### src/common/wlh_map.svh
// Register offsets, field positions, reset values and timing for the host serial block
`ifndef WLH_MAP_SVH
`define WLH_MAP_SVH
`define WLH_CLK_KHZ 200000
`define WLH_ADC_PERIOD_MS 200
`define WLH_A_CFG 8'h00
`define WLH_A_DATA 8'h04
`define WLH_A_STAT 8'h08
`define WLH_A_DIR 8'h0c
`define WLH_A_GPIO 8'h10
`define WLH_A_ADC 8'h14
`define WLH_A_PMODE 8'h18
`define WLH_A_WCMD 8'h1c
`define WLH_CFG_DIV 15:0
`define WLH_CFG_PAR 17:16
`define WLH_CFG_STOP2 18
`define WLH_CFG_FLOW 19
`define WLH_PAR_NONE 2'h0
`define WLH_PAR_ODD 2'h2
`define WLH_ST_W1C 32'h00000078
`define WLH_GPIO_VAL 8:0
`define WLH_GPIO_MASK 24:16
`define WLH_PM_ACTIVE 3'h0
`define WLH_PM_RADIO_PS 3'h1
`define WLH_PM_STANDBY 3'h2
`define WLH_PM_RADIO_OFF 3'h5
`define WLH_SYNC_RST 32'he0000000
`define WLH_LOAD_AT 2'h3
`define WLH_ADC_FRESH 31
`endif

### src/common/wlh_pkg.sv
// State types for the host serial block
package wlh_pkg;
    typedef enum logic {TX_IDLE, TX_SHIFT} wlh_tx_t;
    typedef enum logic [1:0] {RX_IDLE, RX_START, RX_BITS, RX_DONE} wlh_rx_t;
endpackage

### src/wlh_ctrl.sv
// Host serial port, general lines, converter reads and power modes behind a Wishbone slave
//
// How it works
// - Bit rate divisor, parity none/even/odd, stop bits and flow control are programmable.
// - Serial settings load at power-up from the nonvolatile storage input.
// - Request output and clear input are active low; each side pauses on deassertion.
// - Serial lines use non-inverted logic sense; transmit and receive idle high.
// - Frames are start, eight data, optional parity, stop, for a standard peer.
// - Nine two-way general lines are reachable from the host.
// - Each general line has its own direction bit.
// - Masked group write or read of general lines happens in one access.
// - Two converter channels each return a 10-bit result.
// - Converter results refresh at most five times per second.
// - Powersave lets the radio sleep except when receiving or exchanging traffic.
// - Mode 1 puts radio in powersave while the controller stays awake.
// - Mode 2: host deasserting data-set-ready sends controller to standby.
// - Standby ends on a packet from the access point or data-set-ready assertion.
// - Mode 5, radio powered down, is entered after start-up.
// - Wireless commands are refused while in mode 5.
// - Every general line is an input after reset.
// - Carrier-detect output is high when idle, low while the link is live.
//
// Decided for this implementation: the Wishbone slave port and the address map.
`timescale 1ns/1ps
`include "wlh_map.svh"
module wlh_ctrl #(
    parameter int ADC_PERIOD_CYC = `WLH_ADC_PERIOD_MS * `WLH_CLK_KHZ
) (
    input wire logic clk_sys,
    input wire logic nrst,
    input wire logic wbCyc,
    input wire logic wbStb,
    input wire logic wbWe,
    input wire logic [7:0] wbAdr,
    input wire logic [3:0] wbSel,
    input wire logic [31:0] wbDatW,
    output logic [31:0] wbDatR,
    output logic wbAck,
    input wire logic [19:0] nvCfg,
    input wire logic uartRx,
    output logic uartTx,
    input wire logic ctsN,
    output logic rtsN,
    input wire logic [8:0] generalLineIn,
    output logic [8:0] generalLineOut,
    output logic [8:0] generalLineOe,
    input wire logic [9:0] converterChannel0,
    input wire logic [9:0] converterChannel1,
    input wire logic dsrN,
    input wire logic packetArrive,
    input wire logic linkLive,
    output logic linkLiveOutN,
    output logic radioPowersave,
    output logic radioPowerDown,
    output logic ctrlStandby,
    output logic wirelessCmd
);
    function automatic logic [31:0] mergeBytes(input logic [31:0] old, input logic [31:0] nw, input logic [3:0] sel);
        logic [31:0] r;
        r = old;
        for (int i = 0; i < 4; i++) begin
            if (sel[i]) begin
                r[i*8 +: 8] = nw[i*8 +: 8];
            end
        end
        return r;
    endfunction

    function automatic logic parityOf(input logic [7:0] d, input logic [1:0] mode);
        return (mode == `WLH_PAR_ODD) ? ~^d : ^d;
    endfunction

    // Reset release and pin synchronisers
    logic [1:0] rstPipe;
    logic rstN;
    logic [31:0] syncA, syncB;
    always_ff @(posedge clk_sys or negedge nrst) begin
        if (!nrst) begin
            rstPipe <= 2'h0;
        end else begin
            rstPipe <= {rstPipe[0], 1'b1};
        end
    end
    assign rstN = rstPipe[1];
    always_ff @(posedge clk_sys or negedge rstN) begin
        if (!rstN) begin
            syncA <= `WLH_SYNC_RST;
            syncB <= `WLH_SYNC_RST;
        end else begin
            syncA <= {uartRx, ctsN, dsrN, generalLineIn, nvCfg};
            syncB <= syncA;
        end
    end
    wire rxS = syncB[31];
    wire ctsS = syncB[30];
    wire dsrS = syncB[29];
    wire [8:0] glS = syncB[28:20];
    wire [19:0] nvS = syncB[19:0];

    // Bus decode
    wire wbReq = wbCyc & wbStb & ~wbAck;
    wire wrEn = wbReq & wbWe;
    wire rdEn = wbReq & ~wbWe;
    wire hCfg = wbAdr == `WLH_A_CFG;
    wire hData = wbAdr == `WLH_A_DATA;
    wire hStat = wbAdr == `WLH_A_STAT;
    wire hDir = wbAdr == `WLH_A_DIR;
    wire hGpio = wbAdr == `WLH_A_GPIO;
    wire hAdc = wbAdr == `WLH_A_ADC;
    wire hPm = wbAdr == `WLH_A_PMODE;
    wire hCmd = wbAdr == `WLH_A_WCMD;

    // Configuration
    // Copies run until the synchronised defaults have reached syncB; the last copy wins
    logic [19:0] cfg;
    logic [1:0] loadCnt;
    wire [31:0] cfgMerged = mergeBytes({12'h0, cfg}, wbDatW, wbSel);
    wire [15:0] divisor = cfg[`WLH_CFG_DIV];
    wire [1:0] parMode = cfg[`WLH_CFG_PAR];
    wire parOn = parMode != `WLH_PAR_NONE;
    wire flowOn = cfg[`WLH_CFG_FLOW];
    wire [15:0] bitLoad = (divisor == 16'h0) ? 16'h0 : divisor - 16'h1;
    always_ff @(posedge clk_sys or negedge rstN) begin
        if (!rstN) begin
            cfg <= 20'h0;
            loadCnt <= 2'h0;
        end else if (loadCnt != `WLH_LOAD_AT) begin
            loadCnt <= loadCnt + 2'h1;
            cfg <= nvS;
        end else if (wrEn && hCfg) begin
            cfg <= cfgMerged[19:0];
        end
    end

    // Transmitter
    wlh_pkg::wlh_tx_t txState;
    logic [10:0] txSh;
    logic [3:0] txCnt;
    logic [15:0] txBaud;
    logic [7:0] txHold;
    logic txPending;
    // character finishes; start held while clear is high
    wire txGo = (txState == wlh_pkg::TX_IDLE) && txPending && !(flowOn && ctsS);
    // frame after start bit: data, parity, stops
    wire [10:0] txFrame = {2'b11, parOn ? parityOf(txHold, parMode) : 1'b1, txHold};
    wire [3:0] txLen = 4'h9 + {3'h0, parOn} + {3'h0, cfg[`WLH_CFG_STOP2]};
    wire txLoad = wrEn && hData && wbSel[0] && !txPending;
    always_ff @(posedge clk_sys or negedge rstN) begin
        if (!rstN) begin
            txPending <= 1'b0;
            txHold <= 8'h0;
        end else if (txLoad) begin
            txPending <= 1'b1;
            txHold <= wbDatW[7:0];
        end else if (txGo) begin
            txPending <= 1'b0;
        end
    end
    always_ff @(posedge clk_sys or negedge rstN) begin
        if (!rstN) begin
            txState <= wlh_pkg::TX_IDLE;
            uartTx <= 1'b1;
            txSh <= 11'h7ff;
            txCnt <= 4'h0;
            txBaud <= 16'h0;
        end else if (txState == wlh_pkg::TX_IDLE) begin
            // line idles high, start bit low
            uartTx <= !txGo;
            txSh <= txFrame;
            txCnt <= txLen;
            txBaud <= bitLoad;
            if (txGo) begin
                txState <= wlh_pkg::TX_SHIFT;
            end
        end else if (txBaud != 16'h0) begin
            txBaud <= txBaud - 16'h1;
        end else if (txCnt == 4'h0) begin
            uartTx <= 1'b1;
            txState <= wlh_pkg::TX_IDLE;
        end else begin
            uartTx <= txSh[0];
            txSh <= {1'b1, txSh[10:1]};
            txCnt <= txCnt - 4'h1;
            txBaud <= bitLoad;
        end
    end

    // Receiver
    wlh_pkg::wlh_rx_t rxState;
    logic [9:0] rxSh;
    logic [3:0] rxCnt;
    logic [15:0] rxBaud;
    logic [7:0] rxData;
    logic rxFull, parErr, frameErr, overrun;
    wire [7:0] rxByte = parOn ? rxSh[7:0] : rxSh[8:1];
    wire rxDone = rxState == wlh_pkg::RX_DONE;
    wire rxBad = parOn && (rxSh[8] != parityOf(rxSh[7:0], parMode));
    wire rdData = rdEn && hData;
    wire stClr = wrEn && hStat;
    always_ff @(posedge clk_sys or negedge rstN) begin
        if (!rstN) begin
            rxState <= wlh_pkg::RX_IDLE;
            rxSh <= 10'h0;
            rxCnt <= 4'h0;
            rxBaud <= 16'h0;
        end else begin
            unique case (rxState)
                wlh_pkg::RX_IDLE: begin
                    rxBaud <= {1'b0, divisor[15:1]};
                    if (!rxS) begin
                        rxState <= wlh_pkg::RX_START;
                    end
                end
                wlh_pkg::RX_START: begin
                    rxBaud <= (rxBaud == 16'h0) ? bitLoad : rxBaud - 16'h1;
                    rxCnt <= 4'h9 + {3'h0, parOn};
                    if (rxBaud == 16'h0) begin
                        rxState <= rxS ? wlh_pkg::RX_IDLE : wlh_pkg::RX_BITS;
                    end
                end
                wlh_pkg::RX_BITS: begin
                    rxBaud <= (rxBaud == 16'h0) ? bitLoad : rxBaud - 16'h1;
                    if (rxBaud == 16'h0) begin
                        rxSh <= {rxS, rxSh[9:1]};
                        rxCnt <= rxCnt - 4'h1;
                        if (rxCnt == 4'h1) begin
                            rxState <= wlh_pkg::RX_DONE;
                        end
                    end
                end
                wlh_pkg::RX_DONE: begin
                    rxState <= wlh_pkg::RX_IDLE;
                end
            endcase
        end
    end
    // Set wins over a clear in the same cycle
    always_ff @(posedge clk_sys or negedge rstN) begin
        if (!rstN) begin
            rxFull <= 1'b0;
            rxData <= 8'h0;
            parErr <= 1'b0;
            frameErr <= 1'b0;
            overrun <= 1'b0;
        end else begin
            rxFull <= (rxDone && !rxFull) || (rxFull && !rdData) || (rxDone && rxFull);
            if (rxDone && !rxFull) begin
                rxData <= rxByte;
            end
            parErr <= (rxDone && rxBad) || (parErr && !(stClr && wbDatW[3]));
            frameErr <= (rxDone && !rxSh[9]) || (frameErr && !(stClr && wbDatW[4]));
            overrun <= (rxDone && rxFull) || (overrun && !(stClr && wbDatW[5]));
        end
    end
    // request deasserted while the receive byte is unread
    always_ff @(posedge clk_sys or negedge rstN) begin
        if (!rstN) begin
            rtsN <= 1'b1;
        end else begin
            rtsN <= flowOn && rxFull;
        end
    end

    // General lines
    wire [8:0] grpMask = wbDatW[`WLH_GPIO_MASK];
    wire [8:0] grpVal = wbDatW[`WLH_GPIO_VAL];
    wire [31:0] dirMerged = mergeBytes({23'h0, generalLineOe}, wbDatW, wbSel);
    always_ff @(posedge clk_sys or negedge rstN) begin
        if (!rstN) begin
            generalLineOe <= 9'h0;
            generalLineOut <= 9'h0;
        end else begin
            if (wrEn && hDir) begin
                generalLineOe <= dirMerged[8:0];
            end
            if (wrEn && hGpio) begin
                generalLineOut <= (generalLineOut & ~grpMask) | (grpVal & grpMask);
            end
        end
    end

    // Converter sampling
    logic [25:0] adcCnt;
    logic [9:0] adc0, adc1;
    logic adcFresh;
    wire adcTake = adcCnt == 26'h0;
    always_ff @(posedge clk_sys or negedge rstN) begin
        if (!rstN) begin
            adcCnt <= 26'h0;
            adc0 <= 10'h0;
            adc1 <= 10'h0;
            adcFresh <= 1'b0;
        end else begin
            adcCnt <= adcTake ? 26'(ADC_PERIOD_CYC - 1) : adcCnt - 26'h1;
            adcFresh <= adcTake || (adcFresh && !(rdEn && hAdc));
            if (adcTake) begin
                adc0 <= converterChannel0;
                adc1 <= converterChannel1;
            end
        end
    end

    // Power modes
    logic [2:0] pmode;
    logic dsrPrev, cmdRefused;
    wire [2:0] pmReq = wbDatW[2:0];
    wire pmLegal = (pmReq == `WLH_PM_ACTIVE) || (pmReq == `WLH_PM_RADIO_PS) ||
                   (pmReq == `WLH_PM_STANDBY) || (pmReq == `WLH_PM_RADIO_OFF);
    wire inStandbyMode = pmode == `WLH_PM_STANDBY;
    wire cmdWr = wrEn && hCmd;
    wire radioOff = pmode == `WLH_PM_RADIO_OFF;
    always_ff @(posedge clk_sys or negedge rstN) begin
        if (!rstN) begin
            pmode <= `WLH_PM_RADIO_OFF;
            dsrPrev <= 1'b1;
            ctrlStandby <= 1'b0;
            radioPowersave <= 1'b0;
            radioPowerDown <= 1'b1;
            cmdRefused <= 1'b0;
            wirelessCmd <= 1'b0;
            linkLiveOutN <= 1'b1;
        end else begin
            if (wrEn && hPm && wbSel[0] && pmLegal) begin
                pmode <= pmReq;
            end
            dsrPrev <= dsrS;
            // enter on deassertion; leave on packet or assertion
            if (!inStandbyMode || packetArrive || !dsrS) begin
                ctrlStandby <= 1'b0;
            end else if (!dsrPrev) begin
                ctrlStandby <= 1'b1;
            end
            // radio sleeps between receptions; mode 1 controller awake
            radioPowersave <= (pmode == `WLH_PM_RADIO_PS) || inStandbyMode;
            radioPowerDown <= radioOff;
            // wireless commands refused in mode 5
            wirelessCmd <= cmdWr && !radioOff;
            cmdRefused <= (cmdWr && radioOff) || (cmdRefused && !(stClr && wbDatW[6]));
            linkLiveOutN <= !linkLive;
        end
    end

    // Bus answer: one wait state, unmapped reads give zero
    wire [31:0] statWord = {24'h0, ctrlStandby, cmdRefused, overrun, frameErr, parErr, rxFull,
                            txState == wlh_pkg::TX_SHIFT, txPending};
    wire [31:0] rdMux = hCfg ? {12'h0, cfg} :
                        hData ? {24'h0, rxData} :
                        hStat ? statWord :
                        hDir ? {23'h0, generalLineOe} :
                        hGpio ? {23'h0, glS} :
                        hAdc ? {adcFresh, 5'h0, adc1, 6'h0, adc0} :
                        hPm ? {29'h0, pmode} : 32'h0;
    always_ff @(posedge clk_sys or negedge rstN) begin
        if (!rstN) begin
            wbAck <= 1'b0;
            wbDatR <= 32'h0;
        end else begin
            wbAck <= wbReq;
            wbDatR <= rdEn ? rdMux : 32'h0;
        end
    end

    // Checks
    logic [25:0] adcGap;
    always_ff @(posedge clk_sys or negedge rstN) begin
        if (!rstN) begin
            adcGap <= 26'h0;
        end else begin
            adcGap <= adcTake ? 26'h0 : adcGap + 26'h1;
        end
    end
endmodule // wlh_ctrl

### config.mk
export PLATFORM = sky130hd
export DESIGN_NAME = wlh_ctrl
export DESIGN_NICKNAME = d
export VERILOG_FILES = /design/src/common/wlh_pkg.sv /design/src/wlh_ctrl.sv
export VERILOG_INCLUDE_DIRS = /design/src /design/src/common
export SDC_FILE = /design/constraint.sdc
export NUM_CORES = 1
export LEC_CHECK = 0
export CORE_UTILIZATION = 45
export DETAILED_ROUTE_END_ITERATION = 8
export DONT_BUFFER_PORTS = 1
export GPL_TIMING_DRIVEN = 0
export PLACE_DENSITY_LB_ADDON = 0.05
export SYNTH_ARGS = -nofsm -noshare
export SYNTH_HDL_FRONTEND = slang
export SYNTH_SLANG_ARGS = --single-unit
### constraint.sdc
create_clock -name clk_sys -period 11.1 [get_ports clk_sys]
set_input_delay 0.555 -clock clk_sys [delete_from_list [all_inputs] [get_ports clk_sys]]
set_output_delay 0.555 -clock clk_sys [all_outputs]
set_load 0.02 [all_outputs]
## Word level (Yosys, flattened, before mapping)

Index checks and enable logic that the tools add are counted.

| cells by class | value |
|---|---|
| multiplexer cells | 49 |
| divide/modulo/power cells | 0 |
| equality and inequality tests | 28 |
| bitwise operators | 11 |
| shifts and indexed selects | 0 |
| multiply operators | 0 |
| reduce and logical (&&, ||, !) cells | 92 |
| order comparisons | 0 |
| add/sub/neg operators | 9 |

Operator list:

| cell | count |
|---|---|
| $mux W32 | 7 |
| $mux W16 | 5 |
| $sub A16 B1 Y16 const B | 3 |
| $mux W20 | 2 |
| $logic_and A1 B1 Y1 | 34 |
| $mux W11 | 3 |
| $eq A8 B5 Y1 const B | 4 |
| $logic_not A16 Y1 | 2 |
| $pmux W16 S2 | 1 |
| $logic_not A26 Y1 | 1 |
| $mux W26 | 1 |
| $sub A26 B1 Y26 const B | 1 |
| $mux W8 | 3 |
| $mux W4 | 5 |
| $and A9 B9 Y9 | 2 |
| $eq A8 B4 Y1 const B | 2 |
| $reduce_and A2 Y1 | 8 |
| $reduce_bool A16 Y1 | 1 |
| $reduce_bool A2 Y1 | 8 |
| $reduce_xnor A8 Y1 | 2 |
| $reduce_xor A8 Y1 | 2 |
| $logic_not A1 Y1 | 15 |
| $mux W1 | 14 |
| $ne A2 B2 Y1 const B | 7 |
| other kinds (29) | 56 |

| word-level totals | value |
|---|---|
| latch bits | 0 |
| bits in read-only memories | 0 |
| memories kept | 0 |
| register bits after elaboration | 283 |
| logic and storage cells | 230 |
| RAM bits | 0 |
| input bits | 103 |
| output and inout bits | 58 |

## Depth between registers and ports, before layout

Gate-level depths: netlist (run 1).

| logic depth | value |
|---|---|
| word-level depth | 9 |
| gate-level depth with buffers | 8 |
| depth with buffers taken out | 7 |

## Worst setup path after synthesis (run 1)

Ideal clock, no wire load.

| timing | value |
|---|---|
| kind | flip-flop to flip-flop |
| start | register adcCnt[17] |
| end | register adc0[0] |
| cell stages (with the launch flop) | 7 |
| setup time | 0.125 ns |
| buffers on the path | 1 |
| path slack | 8.862 ns |
| arrival time | 2.113 ns |
| period minus slack after synthesis | 2.238 ns |
| required time | 10.975 ns |
| path through | dfrtp_1 > or4_4 > or3_4 > nor3_4 > and2_1 > buf_4 > mux2_2 |

| between the ends | value |
|---|---|
| longest elaborated chain between the ends | 1 |

RTL lines:

| element | RTL line | source |
|---|---|---|
| from (decl) | wlh_ctrl.sv:283 | `logic [25:0] adcCnt;` |
| from (signal assigned) | wlh_ctrl.sv:294 | `adcCnt <= adcTake ? 26'(ADC_PERIOD_CYC - 1) : adcCnt - 26'h1;` |
| $logic_not A26 Y1 | wlh_ctrl.sv:286 | `wire adcTake = adcCnt == 26'h0;` |
| to (signal assigned) | wlh_ctrl.sv:297 | `adc0 <= converterChannel0;` |
| to (decl) | wlh_ctrl.sv:284 | `logic [9:0] adc0, adc1;` |

Every way passes these cells.
A chain may end at the register's enable or synchronous reset.

## Worst setup path in the final report (run 1)

| timing | value |
|---|---|
| start | register wbAck |
| end | register cfg[13] |

| between the ends | value |
|---|---|
| longest elaborated chain between the ends | 6 |

RTL lines:

| element | RTL line | source |
|---|---|---|
| from (decl) | wlh_ctrl.sv:38 | `output logic wbAck,` |
| from (signal assigned) | wlh_ctrl.sv:358 | `wbAck <= wbReq;` |
| $not A1 Y1 | wlh_ctrl.sv:101 | `wire wbReq = wbCyc & wbStb & ~wbAck;` |
| $and A1 B1 Y1 | wlh_ctrl.sv:101 |  |
| named net wbReq | wlh_ctrl.sv:101 |  |
| $and A1 B1 Y1 | wlh_ctrl.sv:102 | `wire wrEn = wbReq & wbWe;` |
| $logic_and A1 B1 Y1 | wlh_ctrl.sv:130 | `end else if (wrEn && hCfg) begin` |
| $reduce_bool A2 Y1 (no source line) | - |  |
| $reduce_and A2 Y1 (no source line) | - |  |
| to (signal assigned) | wlh_ctrl.sv:129 | `cfg <= nvS;` |
| to (signal assigned) | wlh_ctrl.sv:131 | `cfg <= cfgMerged[19:0];` |
| to (decl) | wlh_ctrl.sv:115 | `logic [19:0] cfg;` |

The timed path passes the listed nets, and every way through them passes these cells.

==> results of run 1 <==
## power by group
part           switching (mW)  internal (mW)  leakage, nW
Clock                   0.415          0.670        0.522
Sequential             0.0693           1.07         3.36
Combinational           0.215          0.147         2.49
## logic make-up (layout without fill, tap and decap cells)
group                    Yosys count  in the layout
XOR/XNOR                          58             58
adder cells (fa/ha/maj)           19             19
multiplexers                     122            122
buffers and inverters             98            194
flip-flops                       276            276
AND/OR/NAND/NOR                  369            369
other                              2              6
AO/OA/AOI/OAI                    209            209
## worst paths after layout
path | slack [ps] | from | depth (start not counted) | to
setup / recovery | 8190 | wbAck$_DFF_PN0_ | 7 | cfg[13]$_DFFE_PN0P_
hold / removal | 50 | packetArrive | 1 | ctrlStandby$_DFFE_PN0P_
setup reg to reg | 8190 | wbAck$_DFF_PN0_ | 7 | cfg[13]$_DFFE_PN0P_
hold reg to reg | 340 | syncA[24]$_DFF_PN0_ | 0 | syncB[24]$_DFF_PN0_
max in group asynchronous | 9450 | rstPipe[1]$_DFF_PN0_ | 2 | txSh[3]$_DFFE_PN1P_
min in group asynchronous | 210 | nrst | 1 | rstPipe[1]$_DFF_PN0_
## layer usage
metal,routed length (um),track usage [%],up-vias,share of wire (%)
met3,2150,5.22,51,6.5
met2,15900,38.5,238,48
li1,-,-,4219,-
met4,772,5.91,0,2.3
met5,0,0,-,0
met1,14500,32.4,4402,43
## metrics by stage
step / total power, mW / area, um^2 / hold WS (ps) / util, % / setup slack (ps)
5_1_grt: 2.71 / 14700 / 29.0 / 53.8 / 8010
6_report: 2.59 / 14700 / 45.2 / 53.8 / 8190
3_3_place_gp: 1.50 / 13100 / 259 / 48.1 / -465
4_1_cts: 2.61 / 14600 / 1.32 / 53.7 / 8160
2_1_floorplan: 1.40 / 12700 / 259 / - / 2880
3_5_place_dp: 1.50 / 13200 / 259 / 48.6 / 8000
## worst max-delay path, cell delays in order, from the launching register on
cell and delay (ps):
dfrtp_1 450, and3b_1 240, clkbuf_1 250, nand2_1 240, o31ai_1 990, clkbuf_1 430, nor2_1 80, a21oi_1 120
## state kept, by name (all words and copies together), names as in the netlist, 9 cells and up, named ones only
| name | cells |
|---|---|
| syncA | 32 |
| syncB | 32 |
| wbDatR | 27 |
| adcCnt | 26 |
| cfg | 20 |
| rxBaud | 16 |
| txBaud | 16 |
| adc0 | 10 |
| adc1 | 10 |
| rxSh | 10 |
| generalLineOe | 9 |
| txSh | 9 |
## cells in the final DEF, fill, tap and decap left out, drive strengths merged, types with 6 or more instances in the layout
master,count
a211oi,7
a21o,6
a21oi,66
a22o,7
a22oi,7
a31oi,7
and2,8
and3,13
buf,24
clkbuf,89
conb,6
dfrtp,254
dfstp,22
dlygate4sd3,34
ha,19
inv,40
mux2,68
mux2i,53
nand2,91
nand2b,11
nand3,17
nand4,9
nor2,89
nor2b,13
nor3,46
nor3b,12
nor4,26
o21ai,57
o22ai,9
o31ai,7
or3,12
or4,11
xnor2,41
xor2,16
## area by class of cell
cell class / instances / area, um^2
clock buffer: 48 / 890
clock inverter: 10 / 203
inverter: 37 / 139
timing repair buffer: 38 / 450
sequential: 276 / 6940
fill: 2419 / 12600
buffer: 61 / 267
multi-input combinational: 783 / 5320
tap: 372 / 465
## timing repair
action	in CTS	in global routing
gates resized for setup	0	0
setup endpoints to repair	0	0
hold endpoints to repair	33	2
hold buffers	32	2
==> summary.md, run 1 <==
| Metric | Value |
|---|---|
| Top-count cell post-synth | dfrtp_1 |
| FMAX | between 300 and 400 MHz |
| Num CTS Buffers | 31 |
| Routed length per instance | 20.5 um |
| Vias in the first global route | approximately 9000 |
| Commonest cells in the netlist | dfrtp_1, nand2_1, nor2_1 |
| DRT antenna net count | 0 |
| Ranking of synthesized cells by area | dfrtp_1, mux2_2, dfstp_2, mux2i_1, xnor2_1 |
| DIE AREA | ~29000 um^2 |
| CTS clk-pin slew, worst paths | 60 ps |
| Non-Filler Instances | 1625 |
| Root buffer cell | clkbuf_16 |
| Share of layout cells above drive strength 1 | about 14% |
| Initial DRT Pass Iterations | 5 |
| Slew headroom | 10.3% |
| Worst VDD drop | 0.000127 V |
| Netlist Area Pre-Place | between 10000 and 15000 um^2 |
| Hpwl dp | 24100 um |
| RSZ-0062 raised after global routing | false |
| Worst Clk Skew | around 23 ps |
| Clock buffer depth | 3 |
| Fin Setup TNS | 0 ps |
| Initial antenna violation count | 0 |
| Clk Latency, worst-skew pair | 580 ps |
| Hold Crit Class | primary input to flip-flop |
| Compound-Gate Fraction of Synth Area | 10.3% |
| Nature of the critical path endpoint | flip-flop |
| Total Wirelength | 33400 um |
| Post-synth top flop | dfrtp_1 |
| Starting Density | 46.4% |
| Via count | 8910 |
| Worst Path Max Fanout | 10 |
| Final Cycle Share | between 20% and 30% |
| Placed cells | 1533 |
| Slew of the pin with the lowest slew margin | around 1300 ps |
| Startpoint Class | flip-flop |
| DR iter-0 viols | 620 |
| Distinct cells, synth | ~70 |
| Routability Congestion | 0.845 |
| GRT Util Overall | 23.8% |
| Residual DRC | 0 |
| Port-buffer cells | 0 |
| Core Region | 27300 um^2 |
| Post-Synth Simple-Gate Area | 15.1% |
| Share of flip-flops with an asynchronous set or reset | 100% |
| PD cells | 176 nW/um^2 |
| Cells after Synth | 1153 |
| Seq/Total Area, Yosys | around 55% |
| Max-Cap Viols | 0 |
| First-pass GRT wire length | between 50000 and 60000 um |
| CTS tree | built |
| # H-tree levels | 1 |
| Dominant combinational cell family by area after synthesis | simple AND/OR/NAND/NOR gates |
| Hold Violations, Final | 0 |
| Area leader, netlist | dfrtp_1 |
| Clk sinks | 276 |
| Die Y | 170 um |
| I/O pin count | 161 |
| Layout Nets | ~1400 |
| Row count | 60 |
| CP required | ~12000 ps |
| Total setup buffers inserted after CTS | 0 |
| Slew Viols, Final | 0 |
| LEAKAGE | 6.38 nW |
| Yosys reg bits | roughly 280 |
| WP data arrival | 3400 ps |
| Global route overflow | 0 |
| Setup Viol. Count Final | 0 |
| Adder-Cell Fraction of Synth Area | under 10% |
| Largest net degree at the start of global routing | 69 |
| Multiplexer share of the synthesized area | a little over a tenth |
| Tmin final | 2910 ps |
| Post-synth EDFFs | 0 |
| Yosys top cell area share | 50.3% |
| Kind of critical path | flip-flop to flip-flop |
| Ant diodes | 0 |
| Avg Inst Size Synth | 11.0 um^2 |
| Synth-to-Final Area Change | 16.1% |
| Die Wd | 170 um |
| Vias/cell | 5.48 |
| Status | finished, final reports clean |
| Synth Area in XOR/XNOR | under 10% |
| Ys Warns | 0 |
Note: power is estimated with default switching activity, not from simulation.
==> run 2: changes to the inputs <==
==> constraint.sdc (replaced) <==
create_clock -name clk_sys -period 2.37 [get_ports clk_sys]
set_input_delay 0.1185 -clock clk_sys [delete_from_list [all_inputs] [get_ports clk_sys]]
set_output_delay 0.1185 -clock clk_sys [all_outputs]
set_load 0.02 [all_outputs]
==> run 2 against run 1 <==
  * Sequential share of layout area fell by 3.0 points
  * Sequential cell count unchanged
  * Sequential power rose to 4.7 times the previous value
  * Clock-buffer cell count is 11 lower
  * Worst setup slack got worse by 8200 ps
  * Total power rose to 4.7 times the previous value
  * Maximum frequency grew 24%
  * Routed wire length is 3.8% higher
  * Critical path depth decreased by 2
==> summary.md, run 2 (synthesis gave the netlist of run 1 again) <==
| Metric | Value |
|---|---|
| Status | finished, final reports clean |
| Clk sinks | 276 |
| Placed cells | 1534 |
| Num CTS Buffers | 30 |
| Gate power share | 15.7% |
| Vias in the first global route | roughly 9200 |
| Row count | 60 |
| CP required | 2800 ps |
| Hpwl dp | 24200 um |
| Layout Nets | ~1400 |
| WP data arrival | 2770 ps |
| Slew Viols, Final | 0 |
| Core Region | 27300 um^2 |
| Wl on met1 | 15200 um |
| Worst Clk Skew | 24.4 ps |
| Worst VDD drop | ~0.00063 V |
| Critical Path Max Stage Delay | 580 ps |
| Die Wd | 170 um |
| DRT antenna net count | 0 |
| Met2 routed WL | approximately 16000 um |
| FMAX | 426 MHz |
| Port-buffer cells | 0 |
| Sw power | 3.45 mW |
| Non-Filler Instances | 1694 |
| LEAKAGE | slightly below 7 nW |
| Starting Density | 46.4% |
| Largest net degree at the start of global routing | 70 |
| Worst Path Max Fanout | 9 |
| Synth-to-Final Area Change | 24.0% |
| Final Cycle Share | 99.1% |
| Clk Latency, worst-skew pair | 580 ps |
| Hold Crit Class | primary input to flip-flop |
| Max layer used | met4 |
| Worst path cell trace | or3_1 -> nor3_1 -> mux2_2 -> a221oi_1 -> o21ai_0 |
| Slew of the pin with the lowest slew margin | 1010 ps |
| Routed length per instance | just over 20 um |
| Clock buffer depth | 3 |
| Setup Viol. Count Final | 0 |
| Share of layout cells above drive strength 1 | 18.2% |
| Vias/cell | 5.49 |
| Slowest CP cell | or3_1 |
| DR iter-0 viols | 647 |
| # H-tree levels | 1 |
| Startpoint Class | flip-flop |
| DIE AREA | 28800 um^2 |
| Kind of critical path | flip-flop to flip-flop |
| Clock power share | between 40% and 50% |
| I/O pin count | 161 |
| Nature of the critical path endpoint | flip-flop |
| Global route overflow | 0 |
| Initial DRT Pass Iterations | 5 |
| Routability Congestion | between 0.8 and 0.9 |
| Internal Power | a little under 9 mW |
| Initial antenna violation count | 4 |
| Commonest cells after routing, fill and taps aside | dfrtp_1, dlygate4sd3_1, nand2_1 |
| RSZ-0062 raised after global routing | true |
| GRT Util Overall | 24.5% |
| Layout fillers | 2287 |
| Top Registers | syncA: 32 flops, syncB: 32 flops, wbDatR: 27 flops |
| Routed wl met3 | 2120 um |
| CTS tree | built |
| Fin Setup TNS | 0 ps |
| Root buffer cell | clkbuf_16 |
| Max-Cap Viols | 0 |
| PD cells | 773 nW/um^2 |
| Via count | 9308 |
| Die Y | 170 um |
| Share of power burned in registers | 44.4% |
| Sw frac | 28.5% |
| First-pass GRT wire length | 53800 um |
| Residual DRC | 0 |
| Slew headroom | 32.1% |
| Commonest non-fill, non-tap cell in the layout | dfrtp_1 |
| Hold Violations, Final | 0 |
| Tmin final | 2350 ps |
| Total Wirelength | 34600 um |
| CTS clk-pin slew, worst paths | 60 ps |
run 2: cell types whose count changed in the layout (fill, tap and decap cells not counted), moves of 7 or more:
| cell | change |
|---|---|
| nor4_4 | +7 |
| clkinv_2 | +7 |
| clkbuf_1 | -21 |
| nor4_1 | -7 |
| buf_4 | +11 |
| o21ai_0 | -7 |
| dlygate4sd3_1 | +58 |
run 2: routing by layer:
metal	track usage, %	up-vias
li1	-	4377
met1	33.6	4610
met2	38.9	260
met3	5.11	61
met4	7.76	0
met5	0	-
run 2: metrics by stage:
stage	hold WS [ps]	total power [mW]	setup WS, ps	util, %	cell area (um^2)
global placement	-177	7.01	-1440	48.2	13100
detailed placement	-177	7.05	-476	48.7	13300
finish	37.5	12.1	21.3	57.5	15700
global route	57.5	12.6	-42.5	57.5	15700
CTS	11.6	12.1	12.6	56.6	15400
floorplan	-177	6.57	-377	-	12700
run 2: power groups by stage:
stage                     Sequential (mW)  Clock (mW)  Combinational, mW
after floorplan                      5.37           0               1.20
after global placement               5.49           0               1.52
after detailed placement             5.40           0               1.65
after CTS                            5.35        4.95               1.84
after global routing                 5.41        5.13               2.10
final                                5.37        4.84               1.90
run 2: final cells by class:
type                            instances  area [um^2]  area share [%]
Timing Repair Buffer                  112         1190            7.62
Tap cell                              372          465            2.97
Clock inverter                         19          220            1.40
Antenna cell                            4         10.0          0.0639
Inverter                               37          139           0.886
Clock buffer                           37          827            5.28
Multi-Input combinational cell        783         5600            35.7
Buffer                                 54          277            1.76
Sequential cell                       276         6940            44.3
run 2: worst max-delay path: cells and delay by family, from the launching register on:
kind             cells  cell delay, ps
AO/OA/AOI/OAI        2             560
flip-flops           1             490
multiplexers         1             380
AND/OR/NAND/NOR      2             790
run 2: timing repair:
action                                  CTS  global route
buffers inserted                          6             8
cloned                                    1             0
pin swaps                                 3             7
hold buffers                             92             0
gates resized for setup                  34            49
endpoints found under the setup margin   85           102
hold endpoints to repair                123             0
run 2: final timing paths:
check / start / to / slack, ps / cells after the start
max: cfg[2]$_DFFE_PN0P_ / rxBaud[13]$_DFFE_PN0P_ / 20 / 5
max reg2reg: cfg[2]$_DFFE_PN0P_ / rxBaud[13]$_DFFE_PN0P_ / 20 / 5
max in group asynchronous: rstPipe[1]$_DFF_PN0_ / txSh[1]$_DFFE_PN1P_ / 1050 / 3
min reg2reg: rstPipe[1]$_DFF_PN0_ / linkLiveOutN$_DFF_PN1_ / 280 / 0
min: wbAdr[7] / wbDatR[5]$_DFF_PN0_ / 40 / 4
min in group asynchronous: rstPipe[1]$_DFF_PN0_ / linkLiveOutN$_DFF_PN1_ / 280 / 0
